File: src/rtl/ext_bus_pkg.sv
// Constants shared by the external memory bus pin block
// What this block does
// Strobe address latch at each bus cycle start
// Outside latch captures low address on strobe
// Non-page: low address and data share port zero
// Page: low address port zero, data port two
// Select low: all code fetches go external
// Select high: on-chip range served internally
// Select level caught at reset, then held
// No on-chip code: select tied low
// Idle port zero is open-drain general I/O
// Idle port two is pulled-up general I/O; the code drives it open-drain, the same way as port zero
// Program strobe only inside configured read range
// Separate active-low strobe for data reads
package ext_bus_pkg;
  // APB byte addresses
  localparam logic [7:0] OFS_CTRL      = 8'h00;
  localparam logic [7:0] OFS_PORT0_OUT = 8'h04;
  localparam logic [7:0] OFS_PORT2_OUT = 8'h08;
  localparam logic [7:0] OFS_PIN_IN    = 8'h0C;
  localparam logic [7:0] OFS_BUS_ADDR  = 8'h10;
  localparam logic [7:0] OFS_BUS_WDATA = 8'h14;
  localparam logic [7:0] OFS_BUS_CMD   = 8'h18;
  localparam logic [7:0] OFS_BUS_STAT  = 8'h1C;
  // Control register fields
  localparam int CTRL_PAGE_BIT  = 0;
  localparam int CTRL_RD_LO_BIT = 1;
  localparam int CTRL_RD_HI_BIT = 2;
  localparam int CTRL_WS_LSB    = 4;
  // Status register fields
  localparam int STAT_BUSY_BIT  = 0;
  localparam int STAT_INT_BIT   = 1;
  localparam int STAT_STRAP_BIT = 2;
  localparam int STAT_PROG_BIT  = 3;
  localparam int STAT_DATA_LSB  = 8;
  // Reset values
  localparam logic [7:0] CTRL_RESET = 8'h06;
  localparam logic [7:0] PORT_RESET = 8'hFF;
  // Bus cycle timing in pclk cycles
  localparam logic [2:0] STROBE_BASE_CYCLES = 3'h3;
  localparam logic [1:0] STRAP_DELAY_CYCLES = 2'h3;
  // Bus command kinds
  localparam logic [1:0] CMD_CODE_FETCH = 2'h0;
  localparam logic [1:0] CMD_DATA_READ  = 2'h1;
  localparam logic [1:0] CMD_DATA_WRITE = 2'h2;
  typedef enum logic [2:0] {ST_IDLE, ST_ALE, ST_HOLD, ST_STROBE, ST_END} bus_state_t;
endpackage

File: src/rtl/ext_bus_pins.sv
// External memory bus pin engine with APB register access
module ext_bus_pins #(
  parameter logic [15:0] ONCHIP_CODE_SIZE = 16'h4000  // On-chip code bytes
) (
  input  wire logic        pclk,
  input  wire logic        presetn,
  input  wire logic        psel,
  input  wire logic        penable,
  input  wire logic        pwrite,
  input  wire logic [7:0]  paddr,
  input  wire logic [31:0] pwdata,
  output logic      [31:0] prdata,
  output logic             pready,
  output logic             pslverr,
  input  wire logic        code_source_select,
  output logic             addr_latch_strobe,
  output logic             program_read_strobe_n,
  output logic             data_read_strobe_n,
  output logic             data_write_strobe_n,
  input  wire logic [7:0]  port_zero_pins_in,
  output logic      [7:0]  port_zero_pins_out,
  output logic      [7:0]  port_zero_pins_oe_n,
  input  wire logic [7:0]  port_two_pins_in,
  output logic      [7:0]  port_two_pins_out,
  output logic      [7:0]  port_two_pins_oe_n
);
  // Software-visible state
  logic [7:0]  ctrl_r;          // Page mode, read range, wait states
  logic [7:0]  port0_latch_r;   // General I/O latch, port zero
  logic [7:0]  port2_latch_r;   // General I/O latch, port two
  logic [15:0] bus_addr_r;      // Address of next bus cycle
  logic [7:0]  bus_wdata_r;     // Data of next write cycle
  logic [7:0]  bus_rdata_r;     // Data of last read or fetch
  logic        internal_r;      // Last command was a fetch served on chip
  logic        prog_used_r;     // Last cycle used program strobe
  // Strap capture
  logic        strap_sync;      // Synchronised select level
  logic        strap_r;         // Level held until next reset
  logic        strap_taken_r;   // Capture done
  logic [1:0]  strap_cnt_r;     // Edges since reset release
  // Synchronised port inputs
  logic [7:0]  p0_sync;
  logic [7:0]  p2_sync;
  // Bus engine
  ext_bus_pkg::bus_state_t state_r;
  ext_bus_pkg::bus_state_t state_nxt;
  logic [1:0]  kind_r;          // Kind of cycle under way
  logic        prog_strobe_r;   // Cycle uses program strobe
  logic [2:0]  cnt_r;           // Strobe-phase cycles left
  logic        page_r;          // Page mode frozen for the cycle
  // APB decode
  logic        setup_phase;
  logic        access_wr;
  logic        cmd_write;
  logic        mapped;
  logic [31:0] rd_mux;
  // Fetch decode
  logic        fetch_internal;
  logic        in_read_range;
  logic        cmd_kind_ok;
  logic        start_ext;
  // Pin drive values decoded from state
  logic        p0_own;
  logic        p0_drive;
  logic [7:0]  p0_val;
  logic        p2_own;
  logic        p2_drive;
  logic [7:0]  p2_val;

  sync2 #(.WIDTH(1)) u_sync_strap (
    .pclk     (pclk),
    .presetn  (presetn),
    .async_in (code_source_select),
    .sync_out (strap_sync)
  );

  sync2 #(.WIDTH(16)) u_sync_ports (
    .pclk     (pclk),
    .presetn  (presetn),
    .async_in ({port_two_pins_in, port_zero_pins_in}),
    .sync_out ({p2_sync, p0_sync})
  );

  // Select level is sampled once, after the synchroniser has filled;
  // later pin changes are ignored until the next reset
  always_ff @(posedge pclk or negedge presetn) begin
    if (!presetn) begin
      strap_cnt_r   <= 2'h0;
      strap_taken_r <= 1'b0;
      strap_r       <= 1'b0;
    end else if (!strap_taken_r) begin
      strap_cnt_r <= strap_cnt_r + 2'h1;
      if (strap_cnt_r == ext_bus_pkg::STRAP_DELAY_CYCLES - 2'h1) begin
        strap_taken_r <= 1'b1;
        strap_r       <= strap_sync;
      end
    end
  end

  // APB phases; pready answers in the first access cycle
  assign setup_phase = psel && !penable;
  assign access_wr   = psel && penable && pready && pwrite;
  assign cmd_write   = access_wr && (paddr == ext_bus_pkg::OFS_BUS_CMD);

  // Address decode and read mux
  always_comb begin
    mapped = 1'b1;
    rd_mux = 32'h0000_0000;
    if (paddr == ext_bus_pkg::OFS_CTRL) begin
      rd_mux[7:0] = ctrl_r;
    end else if (paddr == ext_bus_pkg::OFS_PORT0_OUT) begin
      rd_mux[7:0] = port0_latch_r;
    end else if (paddr == ext_bus_pkg::OFS_PORT2_OUT) begin
      rd_mux[7:0] = port2_latch_r;
    end else if (paddr == ext_bus_pkg::OFS_PIN_IN) begin
      rd_mux[15:0] = {p2_sync, p0_sync};
    end else if (paddr == ext_bus_pkg::OFS_BUS_ADDR) begin
      rd_mux[15:0] = bus_addr_r;
    end else if (paddr == ext_bus_pkg::OFS_BUS_WDATA) begin
      rd_mux[7:0] = bus_wdata_r;
    end else if (paddr == ext_bus_pkg::OFS_BUS_CMD) begin
      rd_mux = 32'h0000_0000;  // Write-only trigger, reads zero
    end else if (paddr == ext_bus_pkg::OFS_BUS_STAT) begin
      rd_mux[ext_bus_pkg::STAT_BUSY_BIT]  = (state_r != ext_bus_pkg::ST_IDLE);
      rd_mux[ext_bus_pkg::STAT_INT_BIT]   = internal_r;
      rd_mux[ext_bus_pkg::STAT_STRAP_BIT] = strap_r;
      rd_mux[ext_bus_pkg::STAT_PROG_BIT]  = prog_used_r;
      rd_mux[ext_bus_pkg::STAT_DATA_LSB +: 8] = bus_rdata_r;
    end else begin
      mapped = 1'b0;  // Unmapped: error answer, data zero
    end
  end

  // Answer registers: loaded in setup, held through the access cycle
  always_ff @(posedge pclk or negedge presetn) begin
    if (!presetn) begin
      pready  <= 1'b0;
      pslverr <= 1'b0;
      prdata  <= 32'h0000_0000;
    end else if (setup_phase) begin
      pready  <= 1'b1;
      pslverr <= !mapped;
      prdata  <= pwrite ? 32'h0000_0000 : rd_mux;
    end else begin
      pready  <= 1'b0;
      pslverr <= 1'b0;
    end
  end

  // Writable registers; address and data are locked while a cycle runs
  always_ff @(posedge pclk or negedge presetn) begin
    if (!presetn) begin
      ctrl_r        <= ext_bus_pkg::CTRL_RESET;
      port0_latch_r <= ext_bus_pkg::PORT_RESET;
      port2_latch_r <= ext_bus_pkg::PORT_RESET;
      bus_addr_r    <= 16'h0000;
      bus_wdata_r   <= 8'h00;
    end else if (access_wr) begin
      if (paddr == ext_bus_pkg::OFS_CTRL) begin
        ctrl_r <= pwdata[7:0];
      end else if (paddr == ext_bus_pkg::OFS_PORT0_OUT) begin
        port0_latch_r <= pwdata[7:0];
      end else if (paddr == ext_bus_pkg::OFS_PORT2_OUT) begin
        port2_latch_r <= pwdata[7:0];
      end else if (paddr == ext_bus_pkg::OFS_BUS_ADDR && state_r == ext_bus_pkg::ST_IDLE) begin
        bus_addr_r <= pwdata[15:0];
      end else if (paddr == ext_bus_pkg::OFS_BUS_WDATA && state_r == ext_bus_pkg::ST_IDLE) begin
        bus_wdata_r <= pwdata[7:0];
      end
    end
  end

  // Code fetch routing: strap low sends everything out, strap high keeps
  // the on-chip range inside
  assign fetch_internal = strap_r && (bus_addr_r < ONCHIP_CODE_SIZE);

  // Read range from the two range bits: 00 none, 01 lower half,
  // 10 upper half, 11 whole space
  always_comb begin
    case ({ctrl_r[ext_bus_pkg::CTRL_RD_HI_BIT], ctrl_r[ext_bus_pkg::CTRL_RD_LO_BIT]})
      2'h0:    in_read_range = 1'b0;
      2'h1:    in_read_range = !bus_addr_r[15];
      2'h2:    in_read_range = bus_addr_r[15];
      default: in_read_range = 1'b1;
    endcase
  end

  assign cmd_kind_ok = (pwdata[1:0] != 2'h3);
  assign start_ext   = cmd_write && strap_taken_r && cmd_kind_ok && (state_r == ext_bus_pkg::ST_IDLE)
                       && !(pwdata[1:0] == ext_bus_pkg::CMD_CODE_FETCH && fetch_internal);

  // Bus state sequence
  always_comb begin
    state_nxt = state_r;
    case (state_r)
      ext_bus_pkg::ST_IDLE:   if (start_ext) state_nxt = ext_bus_pkg::ST_ALE;
      ext_bus_pkg::ST_ALE:    state_nxt = ext_bus_pkg::ST_HOLD;
      ext_bus_pkg::ST_HOLD:   state_nxt = ext_bus_pkg::ST_STROBE;
      ext_bus_pkg::ST_STROBE: if (cnt_r == 3'h1) state_nxt = ext_bus_pkg::ST_END;
      default:                state_nxt = ext_bus_pkg::ST_IDLE;
    endcase
  end

  // Engine state, cycle kind and strobe timer
  always_ff @(posedge pclk or negedge presetn) begin
    if (!presetn) begin
      state_r       <= ext_bus_pkg::ST_IDLE;
      kind_r        <= ext_bus_pkg::CMD_CODE_FETCH;
      prog_strobe_r <= 1'b0;
      page_r        <= 1'b0;
      cnt_r         <= 3'h0;
    end else begin
      state_r <= state_nxt;
      if (start_ext) begin
        kind_r        <= pwdata[1:0];
        // Code fetches outside the read range fall back to the data strobe
        prog_strobe_r <= (pwdata[1:0] == ext_bus_pkg::CMD_CODE_FETCH) && in_read_range;
        page_r        <= ctrl_r[ext_bus_pkg::CTRL_PAGE_BIT];
      end
      if (state_r == ext_bus_pkg::ST_HOLD) begin
        cnt_r <= ext_bus_pkg::STROBE_BASE_CYCLES + {1'b0, ctrl_r[ext_bus_pkg::CTRL_WS_LSB +: 2]};
      end else if (state_r == ext_bus_pkg::ST_STROBE) begin
        cnt_r <= cnt_r - 3'h1;
      end
    end
  end

  // Result flags. Read data is taken as the engine leaves the strobe, so the
  // level handed over by the synchroniser was on the pins at least one cycle
  // after the strobe fell; earlier, zero wait states would catch the address
  always_ff @(posedge pclk or negedge presetn) begin
    if (!presetn) begin
      bus_rdata_r <= 8'h00;
      internal_r  <= 1'b0;
      prog_used_r <= 1'b0;
    end else if (cmd_write && strap_taken_r && cmd_kind_ok && state_r == ext_bus_pkg::ST_IDLE) begin
      internal_r  <= (pwdata[1:0] == ext_bus_pkg::CMD_CODE_FETCH) && fetch_internal;
      prog_used_r <= (pwdata[1:0] == ext_bus_pkg::CMD_CODE_FETCH) && in_read_range && !fetch_internal;
    end else if (state_r == ext_bus_pkg::ST_END && kind_r != ext_bus_pkg::CMD_DATA_WRITE) begin
      bus_rdata_r <= page_r ? p2_sync : p0_sync;
    end
  end

  // Line ownership per phase. Non-page: port zero carries low address
  // then data, port two the upper address. Page: port zero keeps the low
  // address, port two carries upper address then data.
  always_comb begin
    p0_own   = (state_r != ext_bus_pkg::ST_IDLE);
    p2_own   = (state_r != ext_bus_pkg::ST_IDLE);
    p0_drive = 1'b1;
    p2_drive = 1'b1;
    p0_val   = bus_addr_r[7:0];
    p2_val   = bus_addr_r[15:8];
    if (state_r == ext_bus_pkg::ST_STROBE || state_r == ext_bus_pkg::ST_END) begin
      if (page_r) begin
        p2_val   = bus_wdata_r;
        p2_drive = (kind_r == ext_bus_pkg::CMD_DATA_WRITE);
      end else begin
        p0_val   = bus_wdata_r;
        p0_drive = (kind_r == ext_bus_pkg::CMD_DATA_WRITE);
      end
    end
  end

  // Port zero: bus lines or open-drain general I/O when idle
  port_pin_driver #(.WIDTH(8)) u_port_zero (
    .pclk      (pclk),
    .presetn   (presetn),
    .bus_own   (p0_own),
    .bus_drive (p0_drive),
    .bus_val   (p0_val),
    .gpio_val  (port0_latch_r),
    .pin_out   (port_zero_pins_out),
    .pin_oe_n  (port_zero_pins_oe_n)
  );

  // Port two: bus lines or open-drain general I/O when idle, as port zero
  port_pin_driver #(.WIDTH(8)) u_port_two (
    .pclk      (pclk),
    .presetn   (presetn),
    .bus_own   (p2_own),
    .bus_drive (p2_drive),
    .bus_val   (p2_val),
    .gpio_val  (port2_latch_r),
    .pin_out   (port_two_pins_out),
    .pin_oe_n  (port_two_pins_oe_n)
  );

  // Strobes are registered from state, so they move with the port lines
  always_ff @(posedge pclk or negedge presetn) begin
    if (!presetn) begin
      addr_latch_strobe     <= 1'b0;
      program_read_strobe_n <= 1'b1;
      data_read_strobe_n    <= 1'b1;
      data_write_strobe_n   <= 1'b1;
    end else begin
      // Address latch high for the first cycle while address is valid
      addr_latch_strobe     <= (state_r == ext_bus_pkg::ST_ALE);
      program_read_strobe_n <= !(state_r == ext_bus_pkg::ST_STROBE && prog_strobe_r);
      data_read_strobe_n    <= !(state_r == ext_bus_pkg::ST_STROBE && !prog_strobe_r
                                 && kind_r != ext_bus_pkg::CMD_DATA_WRITE);
      data_write_strobe_n   <= !(state_r == ext_bus_pkg::ST_STROBE
                                 && kind_r == ext_bus_pkg::CMD_DATA_WRITE);
    end
  end
endmodule

File: src/rtl/sync2.sv
// Two-stage synchroniser for pin inputs
module sync2 #(
  parameter int WIDTH = 8
) (
  input  wire logic             pclk,
  input  wire logic             presetn,
  input  wire logic [WIDTH-1:0] async_in,
  output logic      [WIDTH-1:0] sync_out
);
  logic [WIDTH-1:0] meta_r;  // First stage, read only by the second

  // Both stages clear to zero; the pin level appears two edges later
  always_ff @(posedge pclk or negedge presetn) begin
    if (!presetn) begin
      meta_r   <= '0;
      sync_out <= '0;
    end else begin
      meta_r   <= async_in;
      sync_out <= meta_r;
    end
  end
endmodule

File: src/rtl/port_pin_driver.sv
// Registered pin driver: bus value or general I/O latch
module port_pin_driver #(
  parameter int WIDTH = 8
) (
  input  wire logic             pclk,
  input  wire logic             presetn,
  input  wire logic             bus_own,
  input  wire logic             bus_drive,
  input  wire logic [WIDTH-1:0] bus_val,
  input  wire logic [WIDTH-1:0] gpio_val,
  output logic      [WIDTH-1:0] pin_out,
  output logic      [WIDTH-1:0] pin_oe_n
);
  // Bus owns the lines: drive both levels or release for read data.
  // General I/O: drive only zeros, a one is left to the pull-up so the
  // same line can be read as an input.
  always_ff @(posedge pclk or negedge presetn) begin
    if (!presetn) begin
      pin_out  <= '1;
      pin_oe_n <= '1;
    end else if (bus_own) begin
      pin_out  <= bus_val;
      pin_oe_n <= {WIDTH{~bus_drive}};
    end else begin
      pin_out  <= gpio_val;
      pin_oe_n <= gpio_val;
    end
  end
endmodule

File: config.mk
export PLATFORM = sky130hd
export DESIGN_NAME = ext_bus_pins
export DESIGN_NICKNAME = d
export VERILOG_FILES = /design/src/rtl/ext_bus_pkg.sv /design/src/rtl/ext_bus_pins.sv /design/src/rtl/sync2.sv /design/src/rtl/port_pin_driver.sv
export SDC_FILE = /design/constraint.sdc
export NUM_CORES = 1
export LEC_CHECK = 0
export BUFFER_PORTS_ARGS = -buffer_cell sky130_fd_sc_hd__buf_2
export CELL_PAD_IN_SITES_DETAIL_PLACEMENT = 0
export CELL_PAD_IN_SITES_GLOBAL_PLACEMENT = 1
export CORE_ASPECT_RATIO = 1.25
export CORE_MARGIN = 10
export CORE_UTILIZATION = 44
export CTS_CLUSTER_SIZE = 10
export DETAILED_ROUTE_END_ITERATION = 10
export GPL_TIMING_DRIVEN = 1
export PLACE_DENSITY_LB_ADDON = 0.1
export SLEW_MARGIN = 15
export SYNTH_ARGS = -nofsm -noshare
export SYNTH_HDL_FRONTEND = slang
export SYNTH_SLANG_ARGS = --single-unit
File: constraint.sdc
create_clock -name pclk -period 2.1 [get_ports pclk]
set_input_delay 0.525 -clock pclk [delete_from_list [all_inputs] [get_ports pclk]]
set_output_delay 0.525 -clock pclk [all_outputs]
set_load 0.005 [all_outputs]
## Yosys cells after proc, flatten, opt, wreduce, memory -nomap -nowiden

Index checks and enable logic that the tools add are counted.

- Shifts and indexed selects: 0
- Add/sub/neg operators: 3
- Bitwise gates (word level): 8
- Order comparisons: 1
- Multiplexer cells: 46
- Equality and inequality tests: 20
- Divide/modulo/power cells: 0
- Multiply operators: 0
- Reductions and logical operators: 44

Operators with widths:

| cell | number |
|---|---|
| 8-bit 2-to-1 mux | 18 |
| 8-bit by 5-bit == test with 1-bit output (second input constant) | 4 |
| 16-bit 2-to-1 mux | 2 |
| 32-bit 2-to-1 mux | 1 |
| 24-bit 2-to-1 mux | 1 |
| 1-bit logical AND | 20 |
| 8-bit by 4-bit == test with 1-bit output (second input constant) | 2 |
| 16-bit by 15-bit < comparator with 1-bit output (second input constant) | 1 |
| 1-bit 2-to-1 mux | 16 |
| 3-bit 2-to-1 mux | 4 |
| 3-bit one-hot mux with 4 select lines | 1 |
| 1-bit zero test | 9 |
| 8-bit by 3-bit == test with 1-bit output (second input constant) | 1 |
| 8-bit zero test | 1 |
| 4-bit 2-to-1 mux | 2 |
| 2-bit != test (second input constant) | 4 |
| 1-bit NOT | 8 |
| 2-bit AND reduction | 4 |
| 2-bit == test (second input constant) | 3 |
| 3-bit by 1-bit == test with 1-bit output (second input constant) | 2 |
| 3-bit by 2-bit == test with 1-bit output (second input constant) | 2 |
| 6-bit AND reduction | 1 |
| 5-bit AND reduction | 1 |
| 2-bit zero test | 2 |
| other kinds (12) | 12 |

- Memories kept: 0
- Logic and storage cells: 153
- Memory bits (read-only): 0
- Bits in latches: 0
- Input bits: 62
- Register bits after elaboration: 176
- Bits in writable memories: 0

## Depth between registers and ports, before layout

Gate-level depths: netlist of run 1.

- Depth in word-level cells: 11
- Depth in mapped cells: 7
- Gate-level depth less buffers: 6

## Hierarchy

Synthesis of run 1 repeated with hierarchy kept, for this count alone.

- Cell total of the unflattened synthesis: 552
- Area total of the unflattened synthesis: 6901.6 um^2

Modules (own cells, without submodules):

| module | sequential area each (um^2) | cells an instance | area an instance (um^2) | times used |
|---|---|---|---|---|
| ext_bus_pins | 2378.5 | 434 | 4814.6 | 1 |
| port_pin_driver | 420.4 | 42 | 618.1 | 2 |
| sync2 (u_sync_ports) | 800.8 | 32 | 800.8 | 1 |
| sync2 (u_sync_strap) | 50.0 | 2 | 50.0 | 1 |

## Least setup slack after synthesis of run 1

No wires, ideal clock.

- Path type: input to register
- From: input port psel
- To: register bus_addr_r[10]
- Library setup time: 0.125 ns
- Arrival time: 1.736 ns
- Cell stages on the path: 7
- Setup slack: 0.239 ns
- Cells stage by stage: and4_1 buf_4 and4_4 and2_1 buf_6 buf_12 mux2_4

- Cells in the longest elaborated chain, start to end: 4

RTL lines:

| what | line | RTL |
|---|---|---|
| start, declared | ext_bus_pins.sv:7 | `input wire logic psel,` |
| 1-bit logical AND (3 in series) | ext_bus_pins.sv:102 | `assign access_wr = psel && penable && pready && pwrite;` |
| 5-bit AND reduction (no line) | n/a |  |
| end signal, assigned | ext_bus_pins.sv:166 | `bus_addr_r <= pwdata[15:0];` |
| end, declared | ext_bus_pins.sv:31 | `logic [15:0] bus_addr_r;` |

No other way between the ends.
A chain may end at the register's enable or synchronous reset.

## Final worst setup path of run 1

- From: register state_r[2]
- To: register bus_addr_r[6]

- Cells in the longest elaborated chain, start to end: 3

RTL lines:

| what | line | RTL |
|---|---|---|
| start, declared | ext_bus_pins.sv:45 | `ext_bus_pkg::bus_state_t state_r;` |
| start signal, assigned | ext_bus_pins.sv:207 | `state_r <= ext_bus_pkg::ST_IDLE;` |
| start signal, assigned | ext_bus_pins.sv:213 | `state_r <= state_nxt;` |
| 3-bit zero test | ext_bus_pins.sv:165 | `end else if (paddr == ext_bus_pkg::OFS_BUS_ADDR && state_r == ext_bus_pkg::ST_IDLE) begin` |
| 1-bit logical AND | ext_bus_pins.sv:165 |  |
| 5-bit AND reduction (no line) | n/a |  |

No other way between the ends.

==> summary.txt, run 1 <==
Floorplanning
  – Starting Density: 0.446
  – Area of the core: 15500 sq um
  – # IOs: 132
  – DIE AREA: 21200 sq um
  – Die W: 132 um
  – Row count: 51
  – Die Y: 160 um

Route
  – Final ANT Viol Nets: 0
  – DRC Markers: 0
  – Via density: 5.20
  – DRT iter0 DRCs: 265
  – First-pass detailed-route iteration total: 4
  – WL final: 18300 um
  – Routed WL per cell: 20.2 um
  – Vias: 4718

Synth
  – Synth Instances: 555
  – Ys Warns: 0
  – Syn_area_per_cell: 12.5 sq um
  – Library cells used by synthesis: 63
  – Sequential area share after synthesis: 0.588
  – Yosys reg bits: 160
  – Number of synthesized flops with an enable pin: 0
  – Post-synth ARST share: 1.00
  – Ys flop type: dfrtp_1
  – Syn Std Cell Area: 6920 sq um

Hold path
  – HP Class: input port to flop
  – Hold Startpoint: port_zero_pins_in[1]

Clock network
  – CTS Sinks: 160
  – Clock latency on the worst-skew pair: 0.43 ns
  – CTS tree: yes
  – Clock tree buffer depth: 2
  – Num CTS Buffers: 17
  – Post-CTS Setup Inserts: 0
  – Clock transition at path regs: 0.06 ns
  – Max H-tree Level: 4
  – Root Driver: clkbuf_16

STA
  – F_max: 523 MHz
  – Final setup TNS: 0 ns
  – Setup Skew: 0.00951 ns
  – Final Hold Violating Endpoints: 0
  – Max-slew violation count: 0
  – Minimum clock period: 1.91 ns
  – Fin crit share: 0.910
  – Final worst setup slack: 0.188 ns
  – RSZ-0062 raised after global routing: no
  – Final setup vio count: 0

Cells and area
  – Share of cells above drive strength 1: 0.422
  – P&R area growth vs syn: 21.6%
  – Nets@finish: 749
  – Util after Layout: 0.543

Placed design
  – Dpl hpwl: 13700 um
  – GPL Wtd Cong: 0.889
  – I/O Buffers: 99
  – Pre-CTS setup slack: -0.0335 ns

Global route
  – Initial antenna violation count: 1
  – Largest net degree at the start of global routing: 75
  – Vias in the first global route: 5007
  – GRT Residual Overflow: 0
  – Total track usage: 0.177
  – Global-route wire length before repair: 29100 um

Setup path
  – WP data arrival: 2.23 ns
  – Critical path startpoint: state_r[2]$_DFFE_PN0P_
  – CP max FO: 12
  – Worst r2r src: state_r[2]$_DFFE_PN0P_
  – Critical Path Source Type: flop
  – CP endpoint kind: flop
  – WS Path Type: flop to flop
  – Critical Path RT: 2.41 ns

Power
  – Gate power share: 0.140
  – VDD IR-drop max: 0.000450 V
  – Clock share of power: 0.394
  – Leakage power: 3.97 nW
  – P_sw: 0.00197 W
  – Sequential power share: 0.466
  – Sw frac: 0.261
  – Power Density: 896 nW/um^2
  – Int Pwr: 0.00557 W

Status
  – Status: finished clean

Flow run
  – Max-cap violations: 0
## synthesized netlist by cell type (2+ instances only)
cell	instances	share of area
o21ai_0	35	0.025
mux2i_1	30	0.043
nand2b_1	9	0.0081
nor2b_1	13	0.012
nor2_1	7	0.0038
and2_1	4	0.0036
clkbuf_1	12	0.0065
a32o_1	2	0.0029
o21bai_1	2	0.0022
a22oi_1	11	0.012
dfstp_2	53	0.20
buf_2	12	0.0087
nor3b_1	5	0.0054
nand3_1	6	0.0043
nand2_1	72	0.039
o22ai_1	8	0.0072
o21ai_1	4	0.0029
nor3_1	3	0.0022
o2111ai_1	2	0.0025
a31oi_1	2	0.0018
o2bb2ai_1	8	0.010
nand3_2	2	0.0029
mux2_4	9	0.020
nand4_1	2	0.0018
inv_1	8	0.0043
a21oi_1	8	0.0058
and3_1	3	0.0027
mux2_2	45	0.073
buf_1	2	0.0011
a21boi_0	2	0.0022
dfrtp_1	107	0.39
nor3_4	2	0.0047
a31o_2	3	0.0038
ha_1	4	0.0072
buf_4	19	0.021
a221o_1	2	0.0029
nor4b_1	2	0.0025
a22o_1	10	0.013
## sequential cells by signal, indices dropped and copies added (netlist names), 2 cells and up
| signal | cells |
|---|---|
| bus_addr_r | 16 |
| u_sync_ports.meta_r | 16 |
| ctrl_r | 8 |
| strap_cnt_r | 2 |
| bus_wdata_r | 8 |
| port0_latch_r | 8 |
| cnt_r | 3 |
| u_port_two.pin_out | 8 |
| kind_r | 2 |
| bus_rdata_r | 8 |
| state_r | 3 |
| prdata | 16 |
| u_port_zero.pin_oe_n | 8 |
| u_port_two.pin_oe_n | 8 |
| u_sync_ports.sync_out | 16 |
| port2_latch_r | 8 |
| u_port_zero.pin_out | 8 |
## power groups by stage
stage,registers (W),clock network [W],logic (W)
3_5_place_dp,0.00356,0,0.00107
6_report,0.00351,0.00297,0.00106
3_3_place_gp,0.00355,0,0.00104
4_1_cts,0.00351,0.00304,0.00107
5_1_grt,0.00354,0.00317,0.00119
2_1_floorplan,0.00353,0,0.000643
## critical path, cell delays in order, from the launching register on
cell and delay (ns):
dfrtp_1 0.48, nor3_4 0.29, and4_4 0.28, and2_1 0.22, buf_12 0.19, mux2_2 0.34
## area by class of cell
| class | instances | area (sq um) |
|---|---|---|
| fill | 1362 | 7090 |
| sequential | 160 | 4070 |
| multi-input combinational | 355 | 2590 |
| timing repair buffer | 141 | 895 |
| clock buffer | 20 | 447 |
| tap | 212 | 265 |
| clock inverter | 11 | 116 |
| inverter | 8 | 30.0 |
| antenna | 1 | 2.50 |
## metrics by stage
step	area (sq um)	std cells	hold WS (ns)	power [W]
detailed placement	7840	875	0.335	0.00464
global placement	7840	875	0.333	0.00459
finish	8420	908	0.196	0.00754
global route	8410	907	0.175	0.00789
CTS	8410	907	0.181	0.00762
floorplan	6980	570	0.229	0.00417
## kinds of logic after synthesis
group	count (synthesis)	synth area share
other	1	0.000542
XOR/XNOR	1	0.00127
buffers and inverters	55	0.0457
AND/OR/NAND/NOR	143	0.113
adder cells (fa/ha/maj)	4	0.00723
multiplexers	85	0.139
AO/OA/AOI/OAI	106	0.105
flip-flops	160	0.588
## worst paths after layout
| path | endpoint | slack [ns] | cells after the start |
|---|---|---|---|
| min | u_sync_ports.meta_r[1]$_DFF_PN0_ | 0.20 | 1 |
| max reg2reg | bus_addr_r[6]$_DFFE_PN0P_ | 0.19 | 5 |
| min reg2reg | u_sync_ports.sync_out[15]$_DFF_PN0_ | 0.35 | 0 |
| min in group asynchronous | bus_wdata_r[3]$_DFFE_PN0P_ | 0.51 | 2 |
| max | bus_addr_r[6]$_DFFE_PN0P_ | 0.19 | 5 |
| max in group asynchronous | data_read_strobe_n$_DFF_PN1_ | 0.93 | 3 |
## routing by layer
layer	track usage	vias to the layer above	part of all wire
li1	-	2196	-
met1	0.218	2375	0.43
met2	0.297	132	0.51
met3	0.0480	15	0.048
met4	0.0516	0	0.011
met5	0	-	0
## cell usage in the layout, fill, tap and decap left out, drive strengths merged, types with 6 or more instances in the layout
cell type	count
dfstp	53
clkbuf	20
nor2b	13
nand2	72
o2bb2ai	8
nor3b	6
o22ai	8
conb	16
o21ai	40
a21oi	8
mux2	54
nand2b	9
a22o	10
mux2i	30
nor2	7
a22oi	11
nand3	9
inv	8
dfrtp	107
buf	140
## timing repair
action,4_1_cts,5_1_grt
endpoints found under the hold margin,4,0
hold buffers,1,0
gates resized for setup,0,0
Power figures use the tool's default switching activity.
==> run 2, diff against run 1 <==
--- a/config.mk
+++ b/config.mk
@@ -10,7 +10,7 @@
 export CELL_PAD_IN_SITES_GLOBAL_PLACEMENT = 1
 export CORE_ASPECT_RATIO = 1.25
 export CORE_MARGIN = 10
-export CORE_UTILIZATION = 44
+export CORE_UTILIZATION = 48
 export CTS_CLUSTER_SIZE = 10
 export DETAILED_ROUTE_END_ITERATION = 10
 export GPL_TIMING_DRIVEN = 1
==> constraint.sdc (replaced) <==
create_clock -name pclk -period 2.2 [get_ports pclk]
set_input_delay 0.55 -clock pclk [delete_from_list [all_inputs] [get_ports pclk]]
set_output_delay 0.55 -clock pclk [all_outputs]
set_load 0.005 [all_outputs]
==> run 2 against run 1 <==
Via count up 0.32%. First-iteration DRC count up 25%. Global-route usage up 1.6 points. Critical path depth unchanged. Sequential power down 5%. Cell count down 4.1%. Hold slack worse by 0.11 ns. Total power down 1.3%. Fmax down 3.1%. Final area down 0.37%. Largest power group unchanged.
==> summary.txt, run 2 (same netlist as run 1, synthesis figures left out) <==
Route
  – DRT iter0 DRCs: 331
  – WL final: 18200 um
  – WL met3: 943 um
  – DR top layer: met4
  – DRC Markers: 0
  – Final ANT Viol Nets: 0
  – First-pass detailed-route iteration total: 6
  – Vias: 4733
  – Wire length on met2: 9150 um
  – Metal-1 WL: 7720 um
  – Routed WL per cell: 20.9 um
  – Via density: 5.43

Floorplanning
  – Row count: 49
  – Starting Density: 0.484
  – Area of the core: 14300 sq um
  – DIE AREA: 19700 sq um
  – Die W: 127 um
  – # IOs: 132
  – Die Y: 154 um

Clock network
  – Clock latency on the worst-skew pair: 0.44 ns
  – CTS Sinks: 160
  – Clock transition at path regs: 0.07 ns
  – Post-CTS Setup Inserts: 0
  – Root Driver: clkbuf_16
  – Max H-tree Level: 4
  – CTS tree: yes
  – Num CTS Buffers: 17
  – Clock tree buffer depth: 2
  – Post-CTS Resized: 0
  – Hold buffer count at CTS: 0

Cells and area
  – P&R area growth vs syn: 21.2%
  – Fill cells: 1232
  – Nets@finish: 746
  – Share of cells above drive strength 1: 0.426
  – Diode count: 0
  – Most frequent cells in the layout: dfrtp_1 (107), buf_2 (98), nand2_1 (72)
  – Util after Layout: 0.587
  – Commonest non-fill, non-tap cell in the layout: dfrtp_1

Power
  – VDD IR-drop max: 0.000657 V
  – Power Density: 888 nW/um^2
  – Leakage power: 3.99 nW

Placed design
  – GPL Wtd Cong: 0.883
  – Dpl hpwl: 13800 um
  – I/O Buffers: 99

STA
  – Final Hold Violating Endpoints: 0
  – Setup Skew: 0.00814 ns
  – Worst slew margin: 0.498
  – F_max: 507 MHz
  – Minimum clock period: 1.97 ns
  – Final setup TNS: 0 ns
  – Max-slew violation count: 0
  – Fin crit share: 0.897
  – Worst Tran Pin Value: 0.754 ns
  – Final setup vio count: 0
  – RSZ-0062 raised after global routing: no

Global route
  – GRT Residual Overflow: 0
  – Initial antenna violation count: 0
  – Vias in the first global route: 5215
  – Total track usage: 0.193
  – Global-route wire length before repair: 29400 um
  – Largest net degree at the start of global routing: 58

Flow run
  – Max-cap violations: 0

Setup path
  – CP endpoint kind: flop
  – WS Path Type: flop to flop
  – Critical Path Source Type: flop
  – WP data arrival: 2.29 ns
  – CP max FO: 16
  – Critical Path RT: 2.52 ns

Hold path
  – HP Class: input port to asynchronous set/reset pin

Status
  – Status: finished clean
-- run 2: metal layers --
layer,track usage,vias to the layer above
met3,0.0496,30
li1,-,2198
met2,0.315,135
met4,0.0766,0
met1,0.237,2370
met5,0,-
-- run 2: stage by stage --
stage                     setup slack, ns  cells  power [W]  hold slack, ns  area, sq um
after floorplan                     0.314    570    0.00398           0.254         6980
after global placement              0.103    839    0.00443           0.332         7770
after detailed placement           0.0798    839    0.00446           0.335         7770
after CTS                           0.207    871    0.00753          0.0942         8380
after global routing                0.125    871    0.00778           0.120         8380
final                               0.228    871    0.00744          0.0899         8380
-- run 2: path summary, 6_finish.rpt --
path | slack [ns] | to | depth (start not counted) | from
max | 0.23 | bus_addr_r[6]$_DFFE_PN0P_ | 5 | state_r[2]$_DFFE_PN0P_
min | 0.09 | bus_addr_r[3]$_DFFE_PN0P_ | 1 | presetn
max reg2reg | 0.23 | bus_addr_r[6]$_DFFE_PN0P_ | 5 | state_r[2]$_DFFE_PN0P_
min reg2reg | 0.35 | u_sync_ports.sync_out[0]$_DFF_PN0_ | 0 | u_sync_ports.meta_r[0]$_DFF_PN0_
max in group asynchronous | 1.41 | port0_latch_r[1]$_DFFE_PN1P_ | 2 | presetn
min in group pclk | 0.22 | u_sync_ports.meta_r[14]$_DFF_PN0_ | 1 | port_two_pins_in[6]
-- run 2: final cells by class --
class	instances	area [sq um]	area share
Multi-Input combinational cell	355	2590	0.309
Sequential cell	160	4070	0.485
Timing Repair Buffer	138	857	0.102
Clock buffer	17	425	0.0507
Tap cell	178	223	0.0266
Clock inverter	15	189	0.0225
Inverter	8	30.0	0.00358
-- run 2: where the power goes --
part           internal, W  total, W  switching (W)  leakage [nW]
registers          0.00322   0.00335       0.000131          1.89
clock network      0.00173   0.00304        0.00131         0.296
logic             0.000430   0.00105       0.000615          1.80
-- run 2: worst max-delay path: stages, from the launching register on --
cell and delay, ns:
dfrtp_1 0.47, nor3_4 0.38, and4_4 0.30, and2_1 0.17, buf_12 0.19, mux2_2 0.35
==> run 3, diff against run 2 <==
--- a/config.mk
+++ b/config.mk
@@ -7,14 +7,15 @@
 export LEC_CHECK = 0
 export BUFFER_PORTS_ARGS = -buffer_cell sky130_fd_sc_hd__buf_2
 export CELL_PAD_IN_SITES_DETAIL_PLACEMENT = 0
-export CELL_PAD_IN_SITES_GLOBAL_PLACEMENT = 1
+export CELL_PAD_IN_SITES_GLOBAL_PLACEMENT = 2
 export CORE_ASPECT_RATIO = 1.25
 export CORE_MARGIN = 10
-export CORE_UTILIZATION = 48
+export CORE_UTILIZATION = 40
 export CTS_CLUSTER_SIZE = 10
 export DETAILED_ROUTE_END_ITERATION = 10
 export GPL_TIMING_DRIVEN = 1
 export PLACE_DENSITY_LB_ADDON = 0.1
+export REMOVE_ABC_BUFFERS = 1
 export SLEW_MARGIN = 15
 export SYNTH_ARGS = -nofsm -noshare
 export SYNTH_HDL_FRONTEND = slang
==> run 3 against run 2 <==
Routed wire length is 4.7% higher. Core utilization is 8.8 points lower. Clock skew is 0.0022 ns higher. Global-route usage is 2.2 points lower. First-iteration DRC count is 16% lower. Combinational power hardly changed. Sequential share of layout area is 0.34 points lower. Critical path type unchanged. Critical endpoint is now bus_addr_r[1]$_DFFE_PN0P_.
==> summary.txt, run 3 (same netlist as run 1, synthesis figures left out) <==
Setup path
  – Critical Path Source Type: flop
  – WP data arrival: 2.25 ns
  – Reg2Reg Depth: 5
  – Critical Path RT: 2.51 ns
  – CP endpoint kind: flop
  – CP max FO: 8
  – WS Path Type: flop to flop
  – Worst r2r src: state_r[2]$_DFFE_PN0P_
  – Reg2reg setup slack: 0.26 ns
  – Reg2reg end: bus_addr_r[1]$_DFFE_PN0P_

Placed design
  – Placed cells: 887
  – I/O Buffers: 99
  – Pre-CTS setup slack: 0.0787 ns
  – Dpl hpwl: 14200 um
  – GPL Wtd Cong: 0.836

Route
  – Final ANT Viol Nets: 0
  – WL final: 19100 um
  – DRC Markers: 0
  – DRT iter0 DRCs: 277
  – First-pass detailed-route iteration total: 4
  – Vias: 4661
  – Routed WL per cell: 20.8 um
  – Via density: 5.07

Cells and area
  – Storage element area: 4070 sq um
  – Final Non-Filler Cells: 920
  – Nets@finish: 752
  – P&R area growth vs syn: 22.0%
  – Commonest non-fill, non-tap cell in the layout: dfrtp_1
  – Area of the multi-input gates: 2590 sq um
  – Fill cells: 1540
  – Util after Layout: 0.499
  – Share of cells above drive strength 1: 0.426
  – Most frequent cells in the layout: dfrtp_1 (107), buf_2 (98), nand2_1 (72)

STA
  – Fin crit share: 0.881
  – Setup Skew: 0.0103 ns
  – Max-slew violation count: 0
  – F_max: 516 MHz
  – Worst Tran Pin Value: 0.539 ns
  – RSZ-0062 raised after global routing: no
  – Worst slew margin: 0.640
  – Final setup TNS: 0 ns
  – Minimum clock period: 1.94 ns
  – Final worst setup slack: 0.261 ns
  – Final Hold Violating Endpoints: 0
  – Final setup vio count: 0

Clock network
  – Clock latency on the worst-skew pair: 0.43 ns
  – Max H-tree Level: 4
  – Post-CTS Resized: 0
  – CTS tree: yes
  – Hold buffer count at CTS: 0
  – Root Driver: clkbuf_16
  – Clock tree buffer depth: 2
  – Clock transition at path regs: 0.06 ns
  – Num CTS Buffers: 17
  – CTS Sinks: 160
  – Post-CTS Setup Inserts: 0

Power
  – Leakage power: 4.00 nW
  – Power Density: 836 nW/um^2
  – VDD IR-drop max: 0.000437 V
  – Power consumption: 0.00706 W

Floorplanning
  – Die W: 138 um
  – Area of the core: 16900 sq um
  – Row count: 53
  – Die Y: 167 um
  – DIE AREA: 23000 sq um
  – Starting Density: 0.409
  – # IOs: 132

Global route
  – Initial antenna violation count: 1
  – Most Crowded Layer GR: met2
  – Routing usage on met1: 0.221
  – Met3 Track Usage GR: 0.0433
  – Met2 GRT Util: 0.275
  – Global-route wire length before repair: 29700 um
  – GRT Residual Overflow: 0
  – Total track usage: 0.171
  – Vias in the first global route: 5114
  – Largest net degree at the start of global routing: 53

Status
  – Status: finished clean

Flow run
  – Max-cap violations: 0

Hold path
  – HP Class: input port to asynchronous set/reset pin
run 3: per-layer routing:
metal | share of wire | vias to the layer above | wire length (um)
li1 | - | 2199 | -
met1 | 0.44 | 2319 | 8380
met2 | 0.49 | 127 | 9430
met3 | 0.057 | 16 | 1090
met4 | 0.010 | 0 | 197
met5 | 0 | - | 0
run 3: worst max-delay path, stage by stage (launching register included):
cell     delay, ns
dfrtp_1       0.47
nor3_4        0.32
and4_4        0.30
and2_1        0.20
buf_4         0.20
mux2_2        0.34
run 3: where the power goes:
| group | switching (W) | internal (W) |
|---|---|---|
| Sequential | 0.000124 | 0.00323 |
| Clock | 0.00116 | 0.00152 |
| Combinational | 0.000610 | 0.000417 |
run 3: through the flow:
step	hold WS [ns]	cell area (sq um)
2_1_floorplan	0.254	6690
3_3_place_gp	0.332	7910
3_5_place_dp	0.335	7910
4_1_cts	0.0214	8440
5_1_grt	0.0203	8440
6_report	0.0134	8440
run 3: area by class of cell:
type,count,share of cell area
repair buffers,144,0.111
clock buffers,22,0.0562
clock inverters,10,0.00726
flip-flops and latches,160,0.482
inverters,8,0.00356
multi-input cells,355,0.307
well taps,220,0.0326
diodes,1,0.000296
run 3: how the worst max path moves through the flow:
stage / from / endpoint
after floorplan: state_r[0]$_DFFE_PN0P_ / bus_addr_r[0]$_DFFE_PN0P_
after global placement: pwrite / page_r$_DFFE_PN0P_
after detailed placement: pwrite / page_r$_DFFE_PN0P_
after CTS: state_r[2]$_DFFE_PN0P_ / page_r$_DFFE_PN0P_
after global routing: state_r[2]$_DFFE_PN0P_ / page_r$_DFFE_PN0P_
final: state_r[2]$_DFFE_PN0P_ / bus_addr_r[1]$_DFFE_PN0P_
